$ cat src/design/dtc_pkg.sv
// shared constants and types of the dual time base capture/compare unit
`default_nettype none

package dtc_pkg;

    // ****************************************************************
    // sizes and timing
    // ****************************************************************
    localparam int TIMER_W = 16;
    localparam int NCH = 12;
    localparam int NDBL = 4;
    localparam int DBL_OFS = 8;
    localparam int CLK_NS = 40;
    localparam int CLK_UNIT_NS = 20;
    localparam int RES_UNITS = 16;
    // finest count step in clocks, rounded up
    localparam int TICK_CYCLES = (RES_UNITS * CLK_UNIT_NS + CLK_NS - 1) / CLK_NS;

    // ****************************************************************
    // register offsets (byte addresses, low eight bits decoded)
    // ****************************************************************
    localparam logic [7:0] OFS_CTRL = 8'h00;
    localparam logic [7:0] OFS_CNT_A = 8'h04;
    localparam logic [7:0] OFS_RLD_A = 8'h08;
    localparam logic [7:0] OFS_CNT_B = 8'h0C;
    localparam logic [7:0] OFS_RLD_B = 8'h10;
    localparam logic [7:0] OFS_STATUS = 8'h14;
    localparam logic [7:0] OFS_MASK = 8'h18;
    localparam logic [7:0] OFS_DBL = 8'h1C;
    localparam logic [7:0] OFS_CFG0 = 8'h40;
    localparam logic [7:0] OFS_VAL0 = 8'h80;

    // ****************************************************************
    // fields and reset values
    // ****************************************************************
    localparam int CTRL_RUN_A = 0;
    localparam int CTRL_RUN_B = 1;
    localparam int CFG_TSEL = 3;
    localparam int IRQ_TA = 12;
    localparam int IRQ_TB = 13;
    localparam int IRQ_W = 14;
    localparam logic [1:0] CTRL_RST = 2'h0;
    localparam logic [15:0] TIMER_RST = 16'h0000;
    localparam logic [13:0] IRQ_RST = 14'h0000;
    localparam logic [3:0] CFG_RST = 4'h0;
    localparam logic [3:0] DBL_RST = 4'h0;

    // channel operating mode, low three bits of a channel config word
    typedef enum logic [2:0] {
        MODE_OFF = 3'h0,
        CAP_RISE = 3'h1,
        CAP_FALL = 3'h2,
        CAP_BOTH = 3'h3,
        CMP0 = 3'h4,
        CMP1 = 3'h5,
        CMP2 = 3'h6,
        CMP3 = 3'h7
    } dtc_mode_t;

endpackage : dtc_pkg

`default_nettype wire

$ cat src/design/dtc_timebase.sv
// one reloadable 16-bit time base
`default_nettype none

module dtc_timebase #(
    parameter int W = dtc_pkg::TIMER_W
) (
    // clock and reset
    input wire logic hclk,
    input wire logic hresetn,
    // control
    input wire logic run,
    input wire logic tick,
    input wire logic load,
    input wire logic [W-1:0] load_val,
    input wire logic [W-1:0] reload,
    // state
    output logic [W-1:0] count_q,
    output logic step_q,
    output logic ovf_q
);

    // software load beats counting so a written value is never skipped
    always_ff @(posedge hclk or negedge hresetn) begin
        if (!hresetn) begin
            count_q <= W'(dtc_pkg::TIMER_RST);
        end else if (load) begin
            count_q <= load_val;
        end else if (run && tick) begin
            if (&count_q) begin
                count_q <= reload;
            end else begin
                count_q <= count_q + 1'b1;
            end
        end
    end

    // step marks the cycle in which the new count stands
    always_ff @(posedge hclk or negedge hresetn) begin
        if (!hresetn) begin
            step_q <= 1'b0;
            ovf_q <= 1'b0;
        end else begin
            step_q <= run & tick & ~load;
            ovf_q <= run & tick & ~load & (&count_q);
        end
    end

endmodule : dtc_timebase

`default_nettype wire

$ cat src/design/dtc_channel.sv
// one capture/compare channel with its pin logic
`default_nettype none

module dtc_channel #(
    parameter int W = dtc_pkg::TIMER_W
) (
    // clock and reset
    input wire logic hclk,
    input wire logic hresetn,
    // configuration
    input wire dtc_pkg::dtc_mode_t mode,
    input wire logic dbl_lower,
    input wire logic dbl_upper,
    input wire logic partner_match,
    // assigned time base
    input wire logic [W-1:0] tmr_count,
    input wire logic tmr_step,
    input wire logic tmr_ovf,
    input wire logic [W-1:0] value,
    // pin
    input wire logic pin_i,
    output logic pin_o,
    output logic pin_oe_n,
    // events
    output logic cap_stb,
    output logic match,
    output logic event_stb
);

    logic sync1_q, sync2_q, prev_q, once_q, lvl_q;
    logic rise, fall, is_cmp, single, cmp_evt;

    // pin is asynchronous: two flops, then a third for edge history
    always_ff @(posedge hclk or negedge hresetn) begin
        if (!hresetn) begin
            sync1_q <= 1'b0;
            sync2_q <= 1'b0;
            prev_q <= 1'b0;
        end else begin
            sync1_q <= pin_i;
            sync2_q <= sync1_q;
            prev_q <= sync2_q;
        end
    end

    // edge select and compare decode
    assign rise = sync2_q & ~prev_q;
    assign fall = ~sync2_q & prev_q;
    assign cap_stb = ((mode == dtc_pkg::CAP_RISE) & rise)
        | ((mode == dtc_pkg::CAP_FALL) & fall)
        | ((mode == dtc_pkg::CAP_BOTH) & (rise | fall));
    assign is_cmp = (mode == dtc_pkg::CMP0) | (mode == dtc_pkg::CMP1)
        | (mode == dtc_pkg::CMP2) | (mode == dtc_pkg::CMP3);
    assign match = is_cmp & tmr_step & (tmr_count == value);
    // pair mode lets the pair fire freely, so the once limit is lifted
    assign single = ((mode == dtc_pkg::CMP2) | (mode == dtc_pkg::CMP3)) & ~dbl_lower & ~dbl_upper;
    assign cmp_evt = match & ~(single & once_q);
    assign event_stb = cap_stb | cmp_evt;

    // once-per-period latch, rearmed by the assigned time base overflow
    always_ff @(posedge hclk or negedge hresetn) begin
        if (!hresetn) begin
            once_q <= 1'b0;
        end else if (cmp_evt && single) begin
            once_q <= 1'b1;
        end else if (tmr_ovf || !single) begin
            once_q <= 1'b0;
        end
    end

    // pin level; a match set wins over an overflow clear in the same cycle
    always_ff @(posedge hclk or negedge hresetn) begin
        if (!hresetn) begin
            lvl_q <= 1'b0;
        end else if (dbl_lower && is_cmp) begin
            lvl_q <= lvl_q ^ (match | partner_match);
        end else if (mode == dtc_pkg::CMP1) begin
            lvl_q <= lvl_q ^ match;
        end else if (mode == dtc_pkg::CMP3) begin
            if (cmp_evt) begin
                lvl_q <= 1'b1;
            end else if (tmr_ovf) begin
                lvl_q <= 1'b0;
            end
        end
    end

    // capture modes, and interrupt-only modes except on a pair's lower channel, leave the pin to the outside
    assign pin_o = lvl_q;
    assign pin_oe_n = ~(~dbl_upper & is_cmp
        & (dbl_lower | (mode == dtc_pkg::CMP1) | (mode == dtc_pkg::CMP3)));

    // ****************************************************************
    // checks
    // ****************************************************************
    rise_capture_a: assert property (@(posedge hclk) disable iff (!hresetn)
        (mode == dtc_pkg::CAP_RISE && $rose(pin_i)) ##1 (mode == dtc_pkg::CAP_RISE && pin_i)
        |=> cap_stb && event_stb)
        else $error("rising edge not captured");
    fall_only_a: assert property (@(posedge hclk) disable iff (!hresetn)
        (mode == dtc_pkg::CAP_FALL && $rose(pin_i)) ##1 (mode == dtc_pkg::CAP_FALL && pin_i)
        |=> !cap_stb)
        else $error("falling mode captured a rising edge");
    once_limit_a: assert property (@(posedge hclk) disable iff (!hresetn)
        (single && cmp_evt) |=> once_q)
        else $error("compare event did not arm the once latch");
    pair_toggle_a: assert property (@(posedge hclk) disable iff (!hresetn)
        (dbl_lower && is_cmp && (partner_match ^ match)) |=> (pin_o != $past(pin_o)))
        else $error("pair match did not toggle pin");
    mode3_set_a: assert property (@(posedge hclk) disable iff (!hresetn)
        (single && mode == dtc_pkg::CMP3 && cmp_evt) |=> pin_o && !pin_oe_n)
        else $error("mode 3 match did not set pin");

endmodule : dtc_channel

`default_nettype wire

$ cat src/design/dtc_unit.sv
// top of the dual time base capture/compare unit with its AHB-Lite slave
//
// Chosen here: the register offsets and the AHB-Lite slave port.
`default_nettype none

module dtc_unit #(
    parameter int NCH = dtc_pkg::NCH,
    parameter int W = dtc_pkg::TIMER_W,
    parameter int TICK_CYCLES = dtc_pkg::TICK_CYCLES
) (
    // clock and reset
    input wire logic hclk,
    input wire logic hresetn,
    // AHB-Lite slave
    input wire logic hsel,
    input wire logic [31:0] haddr,
    input wire logic [1:0] htrans,
    input wire logic hwrite,
    input wire logic [2:0] hsize,
    input wire logic [31:0] hwdata,
    input wire logic hready,
    output logic [31:0] hrdata,
    output logic hreadyout,
    output logic hresp,
    // channel pins, enable low while driven
    input wire logic [NCH-1:0] chan_pin_i,
    output logic [NCH-1:0] chan_pin_o,
    output logic [NCH-1:0] chan_pin_oe_n,
    // interrupt
    output logic irq
);

    // ****************************************************************
    // decode helpers
    // ****************************************************************
    function automatic logic chan_hit(input logic [7:0] a, input logic [7:0] base);
        chan_hit = (a[7:6] == base[7:6]) && (a[5:2] < 4'(NCH)) && (a[1:0] == 2'b00);
    endfunction : chan_hit

    function automatic logic [3:0] chan_idx(input logic [7:0] a);
        chan_idx = a[5:2];
    endfunction : chan_idx

    logic wr_pend_q, rd_pend_q, rd_wait_q;
    logic [7:0] addr_q;
    logic [31:0] hrdata_q, rdata;
    logic take, wr;
    logic [1:0] ctrl_q;
    logic [W-1:0] rld_a_q, rld_b_q;
    logic [dtc_pkg::IRQ_W-1:0] status_q, mask_q, ev;
    logic [3:0] dbl_q;
    logic [3:0] cfg_q [NCH];
    logic [W-1:0] val_q [NCH];
    logic [W-1:0] cnt_sel [NCH];
    logic [NCH-1:0] cap_stb, match, chan_ev;
    logic [W-1:0] cnt_a, cnt_b;
    logic step_a, step_b, ovf_a, ovf_b;
    logic [7:0] tick_cnt_q;
    logic tick;

    // ****************************************************************
    // bus slave
    // ****************************************************************
    // reads take one wait state so that hrdata comes from a flop and a
    // write just before it is already visible
    assign take = hsel & hready & htrans[1];
    assign wr = wr_pend_q;
    assign hreadyout = ~(rd_pend_q & ~rd_wait_q);
    assign hresp = 1'b0;
    assign hrdata = hrdata_q;

    // address phase capture
    always_ff @(posedge hclk or negedge hresetn) begin
        if (!hresetn) begin
            wr_pend_q <= 1'b0;
            rd_pend_q <= 1'b0;
            addr_q <= 8'h00;
        end else if (hreadyout) begin
            wr_pend_q <= take & hwrite;
            rd_pend_q <= take & ~hwrite;
            if (take) begin
                addr_q <= haddr[7:0];
            end
        end
    end

    // read wait and data flop
    always_ff @(posedge hclk or negedge hresetn) begin
        if (!hresetn) begin
            rd_wait_q <= 1'b0;
            hrdata_q <= 32'h0000_0000;
        end else begin
            rd_wait_q <= rd_pend_q & ~rd_wait_q;
            if (rd_pend_q && !rd_wait_q) begin
                hrdata_q <= rdata;
            end
        end
    end

    // read mux; unmapped words read as zero
    always_comb begin
        rdata = 32'h0000_0000;
        case (addr_q)
            dtc_pkg::OFS_CTRL: rdata[1:0] = ctrl_q;
            dtc_pkg::OFS_CNT_A: rdata[W-1:0] = cnt_a;
            dtc_pkg::OFS_RLD_A: rdata[W-1:0] = rld_a_q;
            dtc_pkg::OFS_CNT_B: rdata[W-1:0] = cnt_b;
            dtc_pkg::OFS_RLD_B: rdata[W-1:0] = rld_b_q;
            dtc_pkg::OFS_STATUS: rdata[dtc_pkg::IRQ_W-1:0] = status_q;
            dtc_pkg::OFS_MASK: rdata[dtc_pkg::IRQ_W-1:0] = mask_q;
            dtc_pkg::OFS_DBL: rdata[3:0] = dbl_q;
            default: begin
                if (chan_hit(addr_q, dtc_pkg::OFS_CFG0)) begin
                    rdata[3:0] = cfg_q[chan_idx(addr_q)];
                end else if (chan_hit(addr_q, dtc_pkg::OFS_VAL0)) begin
                    rdata[W-1:0] = val_q[chan_idx(addr_q)];
                end
            end
        endcase
    end

    // ****************************************************************
    // control registers
    // ****************************************************************
    // run bits, reload values and pair enables
    always_ff @(posedge hclk or negedge hresetn) begin
        if (!hresetn) begin
            ctrl_q <= dtc_pkg::CTRL_RST;
            rld_a_q <= W'(dtc_pkg::TIMER_RST);
            rld_b_q <= W'(dtc_pkg::TIMER_RST);
            dbl_q <= dtc_pkg::DBL_RST;
        end else if (wr) begin
            case (addr_q)
                dtc_pkg::OFS_CTRL: ctrl_q <= hwdata[1:0];
                dtc_pkg::OFS_RLD_A: rld_a_q <= hwdata[W-1:0];
                dtc_pkg::OFS_RLD_B: rld_b_q <= hwdata[W-1:0];
                dtc_pkg::OFS_DBL: dbl_q <= hwdata[3:0];
                default: ;
            endcase
        end
    end

    // channel config: mode and timer select per channel
    always_ff @(posedge hclk or negedge hresetn) begin
        if (!hresetn) begin
            for (int i = 0; i < NCH; i++) begin
                cfg_q[i] <= dtc_pkg::CFG_RST;
            end
        end else begin
            for (int i = 0; i < NCH; i++) begin
                if (wr && chan_hit(addr_q, dtc_pkg::OFS_CFG0) && chan_idx(addr_q) == 4'(i)) begin
                    cfg_q[i] <= hwdata[3:0];
                end
            end
        end
    end

    // channel values: a capture wins over a software write in one cycle
    always_ff @(posedge hclk or negedge hresetn) begin
        if (!hresetn) begin
            for (int i = 0; i < NCH; i++) begin
                val_q[i] <= W'(dtc_pkg::TIMER_RST);
            end
        end else begin
            for (int i = 0; i < NCH; i++) begin
                if (cap_stb[i]) begin
                    val_q[i] <= cnt_sel[i];
                end else if (wr && chan_hit(addr_q, dtc_pkg::OFS_VAL0)
                        && chan_idx(addr_q) == 4'(i)) begin
                    val_q[i] <= hwdata[W-1:0];
                end
            end
        end
    end

    // ****************************************************************
    // interrupts
    // ****************************************************************
    assign ev = {ovf_b, ovf_a, chan_ev};

    // sticky status, write one to clear; a new event wins over the clear
    always_ff @(posedge hclk or negedge hresetn) begin
        if (!hresetn) begin
            status_q <= dtc_pkg::IRQ_RST;
            mask_q <= dtc_pkg::IRQ_RST;
        end else begin
            if (wr && addr_q == dtc_pkg::OFS_STATUS) begin
                status_q <= (status_q & ~hwdata[dtc_pkg::IRQ_W-1:0]) | ev;
            end else begin
                status_q <= status_q | ev;
            end
            if (wr && addr_q == dtc_pkg::OFS_MASK) begin
                mask_q <= hwdata[dtc_pkg::IRQ_W-1:0];
            end
        end
    end

    assign irq = |(status_q & mask_q);

    // ****************************************************************
    // time bases
    // ****************************************************************
    // one shared prescaler sets the count step for both time bases
    always_ff @(posedge hclk or negedge hresetn) begin
        if (!hresetn) begin
            tick_cnt_q <= 8'h00;
        end else if (tick) begin
            tick_cnt_q <= 8'h00;
        end else begin
            tick_cnt_q <= tick_cnt_q + 8'h01;
        end
    end

    assign tick = (tick_cnt_q == 8'(TICK_CYCLES - 1));

    dtc_timebase #(.W(W)) u_timebase_a (
        .hclk(hclk),
        .hresetn(hresetn),
        .run(ctrl_q[dtc_pkg::CTRL_RUN_A]),
        .tick(tick),
        .load(wr && addr_q == dtc_pkg::OFS_CNT_A),
        .load_val(hwdata[W-1:0]),
        .reload(rld_a_q),
        .count_q(cnt_a),
        .step_q(step_a),
        .ovf_q(ovf_a)
    );

    dtc_timebase #(.W(W)) u_timebase_b (
        .hclk(hclk),
        .hresetn(hresetn),
        .run(ctrl_q[dtc_pkg::CTRL_RUN_B]),
        .tick(tick),
        .load(wr && addr_q == dtc_pkg::OFS_CNT_B),
        .load_val(hwdata[W-1:0]),
        .reload(rld_b_q),
        .count_q(cnt_b),
        .step_q(step_b),
        .ovf_q(ovf_b)
    );

    // ****************************************************************
    // channel array
    // ****************************************************************
    for (genvar i = 0; i < NCH; i++) begin : g_chan
        logic tsel, lower, upper, partner;
        assign tsel = cfg_q[i][dtc_pkg::CFG_TSEL];
        assign cnt_sel[i] = tsel ? cnt_b : cnt_a;
        if (i < dtc_pkg::NDBL && i + dtc_pkg::DBL_OFS < NCH) begin : g_low
            assign lower = dbl_q[i];
            assign upper = 1'b0;
            assign partner = match[i + dtc_pkg::DBL_OFS];
        end else if (i >= dtc_pkg::DBL_OFS && i < dtc_pkg::DBL_OFS + dtc_pkg::NDBL) begin : g_up
            assign lower = 1'b0;
            assign upper = dbl_q[i - dtc_pkg::DBL_OFS];
            assign partner = 1'b0;
        end else begin : g_solo
            assign lower = 1'b0;
            assign upper = 1'b0;
            assign partner = 1'b0;
        end

        dtc_channel #(.W(W)) u_chan (
            .hclk(hclk),
            .hresetn(hresetn),
            .mode(dtc_pkg::dtc_mode_t'(cfg_q[i][2:0])),
            .dbl_lower(lower),
            .dbl_upper(upper),
            .partner_match(partner),
            .tmr_count(cnt_sel[i]),
            .tmr_step(tsel ? step_b : step_a),
            .tmr_ovf(tsel ? ovf_b : ovf_a),
            .value(val_q[i]),
            .pin_i(chan_pin_i[i]),
            .pin_o(chan_pin_o[i]),
            .pin_oe_n(chan_pin_oe_n[i]),
            .cap_stb(cap_stb[i]),
            .match(match[i]),
            .event_stb(chan_ev[i])
        );
    end

    // ****************************************************************
    // checks
    // ****************************************************************
    capture_load_a: assert property (@(posedge hclk) disable iff (!hresetn)
        cap_stb[0] |=> (val_q[0] == $past(cnt_sel[0])) && status_q[0])
        else $error("capture did not load timer value and flag");
    reload_ovf_a: assert property (@(posedge hclk) disable iff (!hresetn)
        ovf_a |-> (cnt_a == $past(rld_a_q)) ##1 status_q[dtc_pkg::IRQ_TA])
        else $error("overflow did not reload or flag");
    // cycles since the last step of time base A, saturating; the count step
    // is a parameter, so the spacing is checked on a counter, not a repetition
    logic [7:0] since_step_q;
    always_ff @(posedge hclk or negedge hresetn) begin
        if (!hresetn) begin
            since_step_q <= 8'hFF;
        end else if (step_a) begin
            since_step_q <= 8'h00;
        end else if (since_step_q != 8'hFF) begin
            since_step_q <= since_step_q + 8'h01;
        end
    end

    step_spacing_a: assert property (@(posedge hclk) disable iff (!hresetn)
        step_a |-> (since_step_q >= 8'(TICK_CYCLES - 1)))
        else $error("time base stepped faster than the count step");
    read_wait_a: assert property (@(posedge hclk) disable iff (!hresetn)
        (take && !hwrite) |=> !hreadyout ##1 hreadyout)
        else $error("read did not take exactly one wait state");
    clear_one_a: assert property (@(posedge hclk) disable iff (!hresetn)
        (wr && addr_q == dtc_pkg::OFS_STATUS && hwdata[0] && !ev[0]) |=> !status_q[0])
        else $error("write one did not clear status");
    event_sticky_a: assert property (@(posedge hclk) disable iff (!hresetn)
        (chan_ev[1] && mask_q[1]) |=> status_q[1] && irq)
        else $error("compare event lost or interrupt not raised");
    reload_ovf_b_a: assert property (@(posedge hclk) disable iff (!hresetn)
        ovf_b |-> (cnt_b == $past(rld_b_q)) ##1 status_q[dtc_pkg::IRQ_TB])
        else $error("second time base overflow did not reload or flag");
    upper_release_a: assert property (@(posedge hclk) disable iff (!hresetn)
        !(|(dbl_q & ~chan_pin_oe_n[dtc_pkg::DBL_OFS +: dtc_pkg::NDBL])))
        else $error("paired upper channel drives its pin");

    capture_seen_c: cover property (@(posedge hclk) disable iff (!hresetn) cap_stb[0]);
    overflow_seen_c: cover property (@(posedge hclk) disable iff (!hresetn) ovf_b);
    pair_seen_c: cover property (@(posedge hclk) disable iff (!hresetn)
        |(dbl_q & match[dtc_pkg::DBL_OFS +: dtc_pkg::NDBL]));
    irq_seen_c: cover property (@(posedge hclk) disable iff (!hresetn) $rose(irq));

endmodule : dtc_unit

`default_nettype wire

$ cat config.mk
export PLATFORM = sky130hd
export DESIGN_NAME = dtc_unit
export DESIGN_NICKNAME = d
export VERILOG_FILES = /design/src/design/dtc_pkg.sv /design/src/design/dtc_timebase.sv /design/src/design/dtc_channel.sv /design/src/design/dtc_unit.sv
export SDC_FILE = /design/constraint.sdc
export NUM_CORES = 1
export LEC_CHECK = 0
export BUFFER_PORTS_ARGS = -buffer_cell sky130_fd_sc_hd__buf_2
export CORE_UTILIZATION = 50
export CTS_BUF_LIST = sky130_fd_sc_hd__clkbuf_16
export DETAILED_ROUTE_END_ITERATION = 7
export GPL_ROUTABILITY_DRIVEN = 0
export PLACE_DENSITY = 0.67
export SKIP_CTS_REPAIR_TIMING = 1
export SYNTH_ARGS = -nofsm -noshare
export SYNTH_HDL_FRONTEND = slang
export SYNTH_SLANG_ARGS = --single-unit
$ cat constraint.sdc
create_clock -name hclk -period 2.7 [get_ports hclk]
set_input_delay 0.54 -clock hclk [delete_from_list [all_inputs] [get_ports hclk]]
set_output_delay 0.54 -clock hclk [all_outputs]
set_load 0.01 [all_outputs]
==> metrics.md, run 1 <==
| Metric | Value |
|---|---|
| # port buffers | `83` |
| Root Buffer | `clkbuf_16` |
| Worst skew pair latency | `roughly 0.61 ns` |
| CP arrival | `~3.2 ns` |
| Max-cap violations | `0` |
| Final Setup Violations | `0` |
| Die W | `239 um` |
| Gr usage total | `about a third` |
| TritonCTS Sinks | `roughly 440` |
| RSZ-0062 raised after global routing | `true` |
| Die area | `approximately 0.057 mm^2` |
| CP Buf/Inv Count | `3` |
| Hpwl dp | `about 70000 um` |
| Die Span Y | `239 um` |
| # DRC | `0` |
| Max incr delay on CP | `approximately 0.4 ns` |
| TritonCTS Buffers | `slightly above 50` |
| Initial Util | `between 50% and 60%` |
| Top-area cell type share of the netlist area | `roughly two fifths` |
| Clock Tree Buf Depth | `3` |
| Max Slew Vio Count | `0` |
| Fin Clk Skew | `~0.013 ns` |
| Delay-heaviest family, CP | `compound AO/OA/AOI/OAI gates` |
| Fin crit share | `between 90 and 100%` |
| IO Pins | `145` |
| CTS tree | `yes` |
| Final number of hold-violating endpoints | `0` |
| Row count | `86` |
| Ys flop type | `dfrtp_1` |
| Fraction of layout cells with a size suffix above 1 | `between 20% and 30%` |
| Worst slew pin tran | `0.889 ns` |
| Netlist Area Pre-Place | `about 0.028 mm^2` |
| WS Path Type | `flop to flop` |
| Critical Path, Cell by Cell | `buf_4 -> mux2i_1 -> xnor2_1 -> nor4_2 -> buf_4 -> nand4_1 -> buf_4 -> o31ai_2 -> nand2_1 -> a221o_1` |
| Vias in the first global route | `around 23000` |
| Final ANT Viol Nets | `0` |
| Maximum VDD drop | `0.621 mV` |
| Post-synthesis sequential area ratio | `between 30% and 40%` |
| Worst Path Max Fanout | `6` |
| Synth-to-layout area growth | `16.0%` |
| Synth Instances | `2753` |
| Total number of vias | `roughly 24000` |
| Tmin final | `approximately 2.7 ns` |
| Synth area leaders | `dfrtp_1 (39%), mux2_2 (9.6%), mux2i_1 (8.4%)` |
| CP Data Required Time | `around 3.2 ns` |
| NumNets Final | `3005` |
| Vias/cell | `~6.5` |
| Most used cell, CP | `buf_4` |
| Clock transition at path regs | `roughly 0.060 ns` |
| Power density over the cells | `about 880 mW/mm^2` |
| Worst path slowest cell | `dfrtp_1` |
| Status | `finished clean` |
| Capturing element type of the critical path | `flop` |
| Synthesized flop and latch total | `around 440` |
| Core box area | `between 0.05 and 0.06 mm^2` |
| First-pass GRT wire length | `roughly 150000 um` |
| Synth Warn # | `0` |
| Average size of a mapped cell | `about 10 um^2` |
| Initial DRC count | `approximately 3100` |
| Placed instance count | `3569` |
| Worst setup SP type | `flop` |
| Max Freq | `about 0.37 GHz` |
| Netlist cell types | `74` |
| Count of flip-flops with a built-in enable after synthesis | `0` |
| Commonest non-fill, non-tap cell in the layout | `dfrtp_1` |
| Worst Hold Class | `primary input to flop` |
| Most frequent cells in the layout | `dfrtp_1 (415), a21oi_1 (250), mux2_2 (240)` |
| Leading area contributor after synthesis | `dfrtp_1` |
| CTS H-tree lvls | `2` |
| Final wirelength | `just under 100000 um` |
| Pwr Total | `between 20 and 30 mW` |
| Largest net degree at the start of global routing | `73` |
| Antenna violations before repair | `2` |
| Post-synthesis async set-or-reset flop share | `100%` |
| Wire per inst | `approximately 27 um` |
| Max-slew headroom | `about two fifths` |
| Total gr overflow | `0` |
| Leak Pwr | `~13 nW` |
| Non-Filler Instances | `about 3700` |
| Antenna cells | `0` |
| First-pass detailed-route iteration total | `6` |
[per-layer routing]
metal | wire (um) | vias up | global-route usage (%)
met1 | 38900 | 11800 | 47.6
met5 | 36 | - | 0
li1 | - | 10200 | -
met3 | 10700 | 307 | 6.84
met4 | 6000 | 4 | 18.2
met2 | 43200 | 1429 | 51.7
[worst paths after layout]
path	slack (ns)	depth (start not counted)	to	start
min in group asynchronous	0.47	2	val_q[27]	hresetn
min	0.04	1	g_chan[2].u_chan.sync1_q	chan_pin_i[2]
max reg2reg	0.0009	10	g_chan[0].u_chan.pin_o	cfg_q[47]
min reg2reg	0.35	0	g_chan[5].u_chan.sync2_q	g_chan[5].u_chan.sync1_q
max	0.0009	10	g_chan[0].u_chan.pin_o	cfg_q[47]
max in group asynchronous	1.34	3	u_timebase_b.count_q[10]	hresetn
[registers in the layout (all words and copies together), names as in the netlist, 2 cells and up]
name,flops
u_timebase_a.count_q,16
hrdata,16
rld_b_q,16
g_chan.u_chan.sync2_q,12
status_q,14
ctrl_q,2
g_chan.u_chan.sync1_q,12
g_chan.u_chan.once_q,12
cfg_q,48
addr_q,8
g_chan.u_chan.pin_o,12
tick_cnt_q,8
u_timebase_b.count_q,16
val_q,192
dbl_q,4
rld_a_q,16
g_chan.u_chan.prev_q,12
mask_q,14
[cells in the mapped netlist, drive strengths merged, types with 28 or more instances]
cell type    n
a22oi       54
nor2b       71
nor2       174
clkbuf     148
xnor2      134
nand4       28
a211oi      71
nor4        39
o21ai       82
xor2        70
mux2       249
a21oi      263
mux4        60
nor3        35
dfrtp      437
nand2      175
buf        134
mux2i      236
inv         32
nand3       53
[stage by stage]
stage | util (%) | worst slack, ns | TNS, ns | hold WS [ns] | area [um^2]
CTS | 58.0 | -0.122 | -0.487 | -0.134 | 32000
detailed placement | 55.0 | -0.106 | -0.246 | 0.335 | 30300
global route | 58.9 | -0.105 | -0.112 | 0.0194 | 32500
finish | 58.9 | 0.000872 | 0 | 0.0364 | 32500
floorplan | - | 0.359 | 0 | 0.244 | 28100
global placement | 55.0 | -0.0698 | -0.178 | 0.334 | 30300
[layout make-up]
class                           instances  area [um^2]
Clock buffer                           53         1330
Clock inverter                         42          369
Fill cell                            4464        22700
Inverter                               33          124
Multi-Input combinational cell       2015        15900
Sequential cell                       437        11000
Tap cell                              748          936
Timing Repair Buffer                  354         2880
[cells by family (layout without fill, tap and decap cells)]
kind of cell	after synthesis	count (layout)	synth area share, %
xor gates and xnor gates	204	204	6.38
adders and majority gates	27	27	1.21
and+or+nand+nor	659	659	12.3
buffers and inverters	317	482	5.53
AOI/OAI and AO/OA	563	563	12.2
other	1	17	0.0134
DFF	437	437	39.0
muxes	545	545	23.3
[power breakdown]
group / switching, mW / total [mW] / internal [mW]
Clock: 3.00 / 7.14 / 4.13
Sequential: 1.66 / 9.62 / 7.96
Combinational: 6.66 / 11.9 / 5.28
(Power assumes the default switching activity.)
==> run 2, diff against run 1 <==
--- a/config.mk
+++ b/config.mk
@@ -8,9 +8,12 @@
 export BUFFER_PORTS_ARGS = -buffer_cell sky130_fd_sc_hd__buf_2
 export CORE_UTILIZATION = 50
 export CTS_BUF_LIST = sky130_fd_sc_hd__clkbuf_16
+export CTS_CLUSTER_DIAMETER = 60
 export DETAILED_ROUTE_END_ITERATION = 7
 export GPL_ROUTABILITY_DRIVEN = 0
 export PLACE_DENSITY = 0.67
+export RECOVER_POWER = 50
+export REMOVE_ABC_BUFFERS = 1
 export SKIP_CTS_REPAIR_TIMING = 1
 export SYNTH_ARGS = -nofsm -noshare
 export SYNTH_HDL_FRONTEND = slang
==> run 2 against run 1 <==
The flow now finishes with violations (capacitance limit, slew limit, setup timing). First-iteration DRC count fell by 8.3%. Non-clock buffer count is 13 higher. Clock skew grew 0.011 ns. Wire length is 2.1% lower. Critical endpoint is now g_chan[2].u_chan.pin_o. Utilization decreased by 0.18 points. Maximum frequency shrank 1.2%. Critical path depth unchanged. Combinational power about the same. Power decreased by 1.4%. Hold slack worse by 0.013 ns. Register-to-register slack worse by 0.03 ns. Highest routed layer unchanged.
==> metrics.md, run 2 (synthesized netlist as in run 1, its figures left out) <==
| Metric | Value |
|---|---|
| Status | `finished, violations left (was finished clean)` |
| Failing checks | `capacitance limit, slew limit, setup timing` |
| FF/Latch Area | `0.0110 mm^2 (about the same)` |
| Antenna violations before repair | `2 (unchanged)` |
| Hold endpoint | `g_chan[10].u_chan.sync1_q (was g_chan[2].u_chan.sync1_q)` |
| Die Span Y | `239 um (unchanged)` |
| Worst slew pin tran | `1.72 ns (was 0.889 ns)` |
| Largest net degree at the start of global routing | `111 (was 73)` |
| Placed instance count | `3577 (was 3569)` |
| Largest Register | `val_q (unchanged)` |
| Synth-to-layout area growth | `15.6% (was 16.0%)` |
| CP arrival | `3.24 ns (was 3.19 ns)` |
| Max Freq | `0.366 GHz (was 0.370 GHz)` |
| Total number of vias | `23800 (about the same)` |
| Fin area | `0.0324 mm^2 (was 0.0325 mm^2)` |
| Clock transition at path regs | `0.06 ns (about the same)` |
| Initial Util | `50.8% (unchanged)` |
| Vias/cell | `6.45 (was 6.46)` |
| Worst reg-to-reg setup slack | `-0.03 ns (was 0.0009 ns)` |
| R2R Path End | `g_chan[2].u_chan.pin_o (was g_chan[0].u_chan.pin_o)` |
| Worst R2R Start | `cfg_q[7] (was cfg_q[47])` |
| Worst Hold Class | `primary input to flop (unchanged)` |
| Fillers | `4589 (was 4464)` |
| Final Setup Violations | `1 (was 0)` |
| TritonCTS Buffers | `51 (unchanged)` |
| Max-cap violations | `1 (was 0)` |
| RSZ-0062 raised after global routing | `true (unchanged)` |
| # port buffers | `83 (unchanged)` |
| # DRC | `0 (unchanged)` |
| Die W | `239 um (unchanged)` |
| Gr usage total | `33.6% (was 34.6%)` |
| Antenna cells | `0 (unchanged)` |
| Tmin final | `2.73 ns (was 2.70 ns)` |
| CTS H-tree lvls | `2 (unchanged)` |
| Clock Tree Buf Depth | `3 (unchanged)` |
| Commonest non-fill, non-tap cell in the layout | `dfrtp_1 (unchanged)` |
| Max Slew Vio Count | `19 (was 0)` |
| Die area | `0.0570 mm^2 (unchanged)` |
| Worst r2r path cells | `10 (unchanged)` |
| Max-slew headroom | `-14.4% (was 40.8%)` |
| NumNets Final | `3018 (was 3005)` |
| Flip-flop count of the largest register after layout | `192 (unchanged)` |
| Root Buffer | `clkbuf_16 (unchanged)` |
| Vias in the first global route | `23300 (was 23000)` |
| Final number of hold-violating endpoints | `0 (unchanged)` |
| IO Pins | `145 (unchanged)` |
| Initial DRC count | `2841 (was 3099)` |
| Worst Path Max Fanout | `17 (was 6)` |
| Row count | `86 (unchanged)` |
| CP Data Required Time | `3.20 ns (was 3.19 ns)` |
| Hold Path Depth | `1 (unchanged)` |
| HP Start | `chan_pin_i[10] (was chan_pin_i[2])` |
| Leak Pwr | `13.3 nW (was 13.4 nW)` |
| Worst skew pair latency | `0.63 ns (was 0.61 ns)` |
| Wire per inst | `26.2 um (was 26.8 um)` |
| First-pass detailed-route iteration total | `6 (unchanged)` |
| WS Path Type | `flop to flop (unchanged)` |
| Total gr overflow | `0 (unchanged)` |
| Worst setup SP type | `flop (unchanged)` |
| First-pass GRT wire length | `144000 um (was 147000 um)` |
| Power density over the cells | `873 mW/mm^2 (was 883 mW/mm^2)` |
| Fin crit share | `101% (was 100%)` |
| Most frequent cells in the layout | `dfrtp_1 (419), a21oi_1 (251), buf_4 (248) (was dfrtp_1 (415), a21oi_1 (250), mux2_2 (240))` |
| Final ANT Viol Nets | `0 (unchanged)` |
| Hold_ws | `0.0236 ns (was 0.0364 ns)` |
| Setup ws final | `-0.0320 ns (was 0.000872 ns)` |
| Multi-input combinational cell area | `0.0158 mm^2 (was 0.0159 mm^2)` |
| Non-Filler Instances | `3692 (was 3682)` |
| CTS tree | `yes (unchanged)` |
| Largest regs | `val_q (192), cfg_q (48) (unchanged)` |
| Maximum VDD drop | `0.537 mV (was 0.621 mV)` |
| Fin Clk Skew | `0.0246 ns (was 0.0135 ns)` |
| TritonCTS Sinks | `437 (unchanged)` |
| Core box area | `0.0552 mm^2 (unchanged)` |
| Hpwl dp | `69100 um (was 70000 um)` |
| Capturing element type of the critical path | `flop (unchanged)` |
| Final wirelength | `96800 um (was 98800 um)` |
| Dpl cell area | `0.0304 mm^2 (was 0.0303 mm^2)` |
| Fraction of layout cells with a size suffix above 1 | `28.6% (was 28.8%)` |
==> run 2: cell types whose count changed in the layout (fill, tap and decap cells not counted), moves of 4 or more <==
cell and delta:
inv_1 +4, dfrtp_1 +4, nor4_1 +8, buf_4 +12
nor4_2 -7, dfrtp_2 -5, clkinv_1 -4
==> run 2: cell type report <==
cell class / instances / share of cell area [%]
clock inverter: 41 / 0.888
multi-input combinational: 2015 / 48.9
inverter: 33 / 0.382
sequential: 437 / 33.8
timing repair buffer: 367 / 9.17
tap: 748 / 2.89
clock buffer: 51 / 3.94
==> run 2: per-stage QoR <==
step | utilization, % | TNS, ns | worst slack, ns | total power [mW]
2_1_floorplan | - | -559.67 | -2.65 | 16.1
3_3_place_gp | 55.1 | -0.116 | -0.112 | 20.7
3_5_place_dp | 55.1 | -0.333 | -0.148 | 21.0
4_1_cts | 57.9 | -0.521 | -0.173 | 27.8
5_1_grt | 58.7 | -1.67 | -0.142 | 29.4
6_report | 58.7 | -0.0320 | -0.0320 | 28.3
==> run 2: critical path, cell delays in order, from the launching register on <==
cell and delay, ns:
dfrtp_2 0.41, buf_12 0.19, mux2i_1 0.27, xnor2_1 0.20, nor4_1 0.35, nand3_1 0.27
nor2_1 0.16, buf_4 0.17, mux2i_1 0.08, a211o_1 0.30, o22a_1 0.20
==> run 2: how the worst max path moves through the flow <==
stage,startpoint,to,slack [ns],cells after the start
6_report,cfg_q[7],g_chan[2].u_chan.pin_o,-0.03,10
5_1_grt,cfg_q[47],g_chan[0].u_chan.pin_o,-0.14,11
4_1_cts,cfg_q[27],g_chan[5].u_chan.pin_o,-0.17,10
3_5_place_dp,cfg_q[27],g_chan[5].u_chan.pin_o,-0.15,10
3_3_place_gp,cfg_q[27],g_chan[5].u_chan.pin_o,-0.11,9
2_1_floorplan,addr_q[2],u_timebase_a.count_q[5],-2.65,8
==> run 2: per-layer routing <==
| layer | global-route usage [%] | wire [um] | part of all wire, % | vias to the layer above |
|---|---|---|---|---|
| li1 | - | - | - | 10200 |
| met3 | 6.91 | 9820 | 10 | 310 |
| met5 | 0 | 7 | 0.0072 | - |
| met1 | 42.7 | 36300 | 38 | 11900 |
| met4 | 18.1 | 5720 | 5.9 | 2 |
| met2 | 53.7 | 44900 | 46 | 1395 |
==> run 2: power breakdown <==
part | leakage, nW | switching, mW | internal [mW]
clock | 0.809 | 3.01 | 3.72
combinational | 7.39 | 6.44 | 5.47
sequential | 5.14 | 1.70 | 7.96
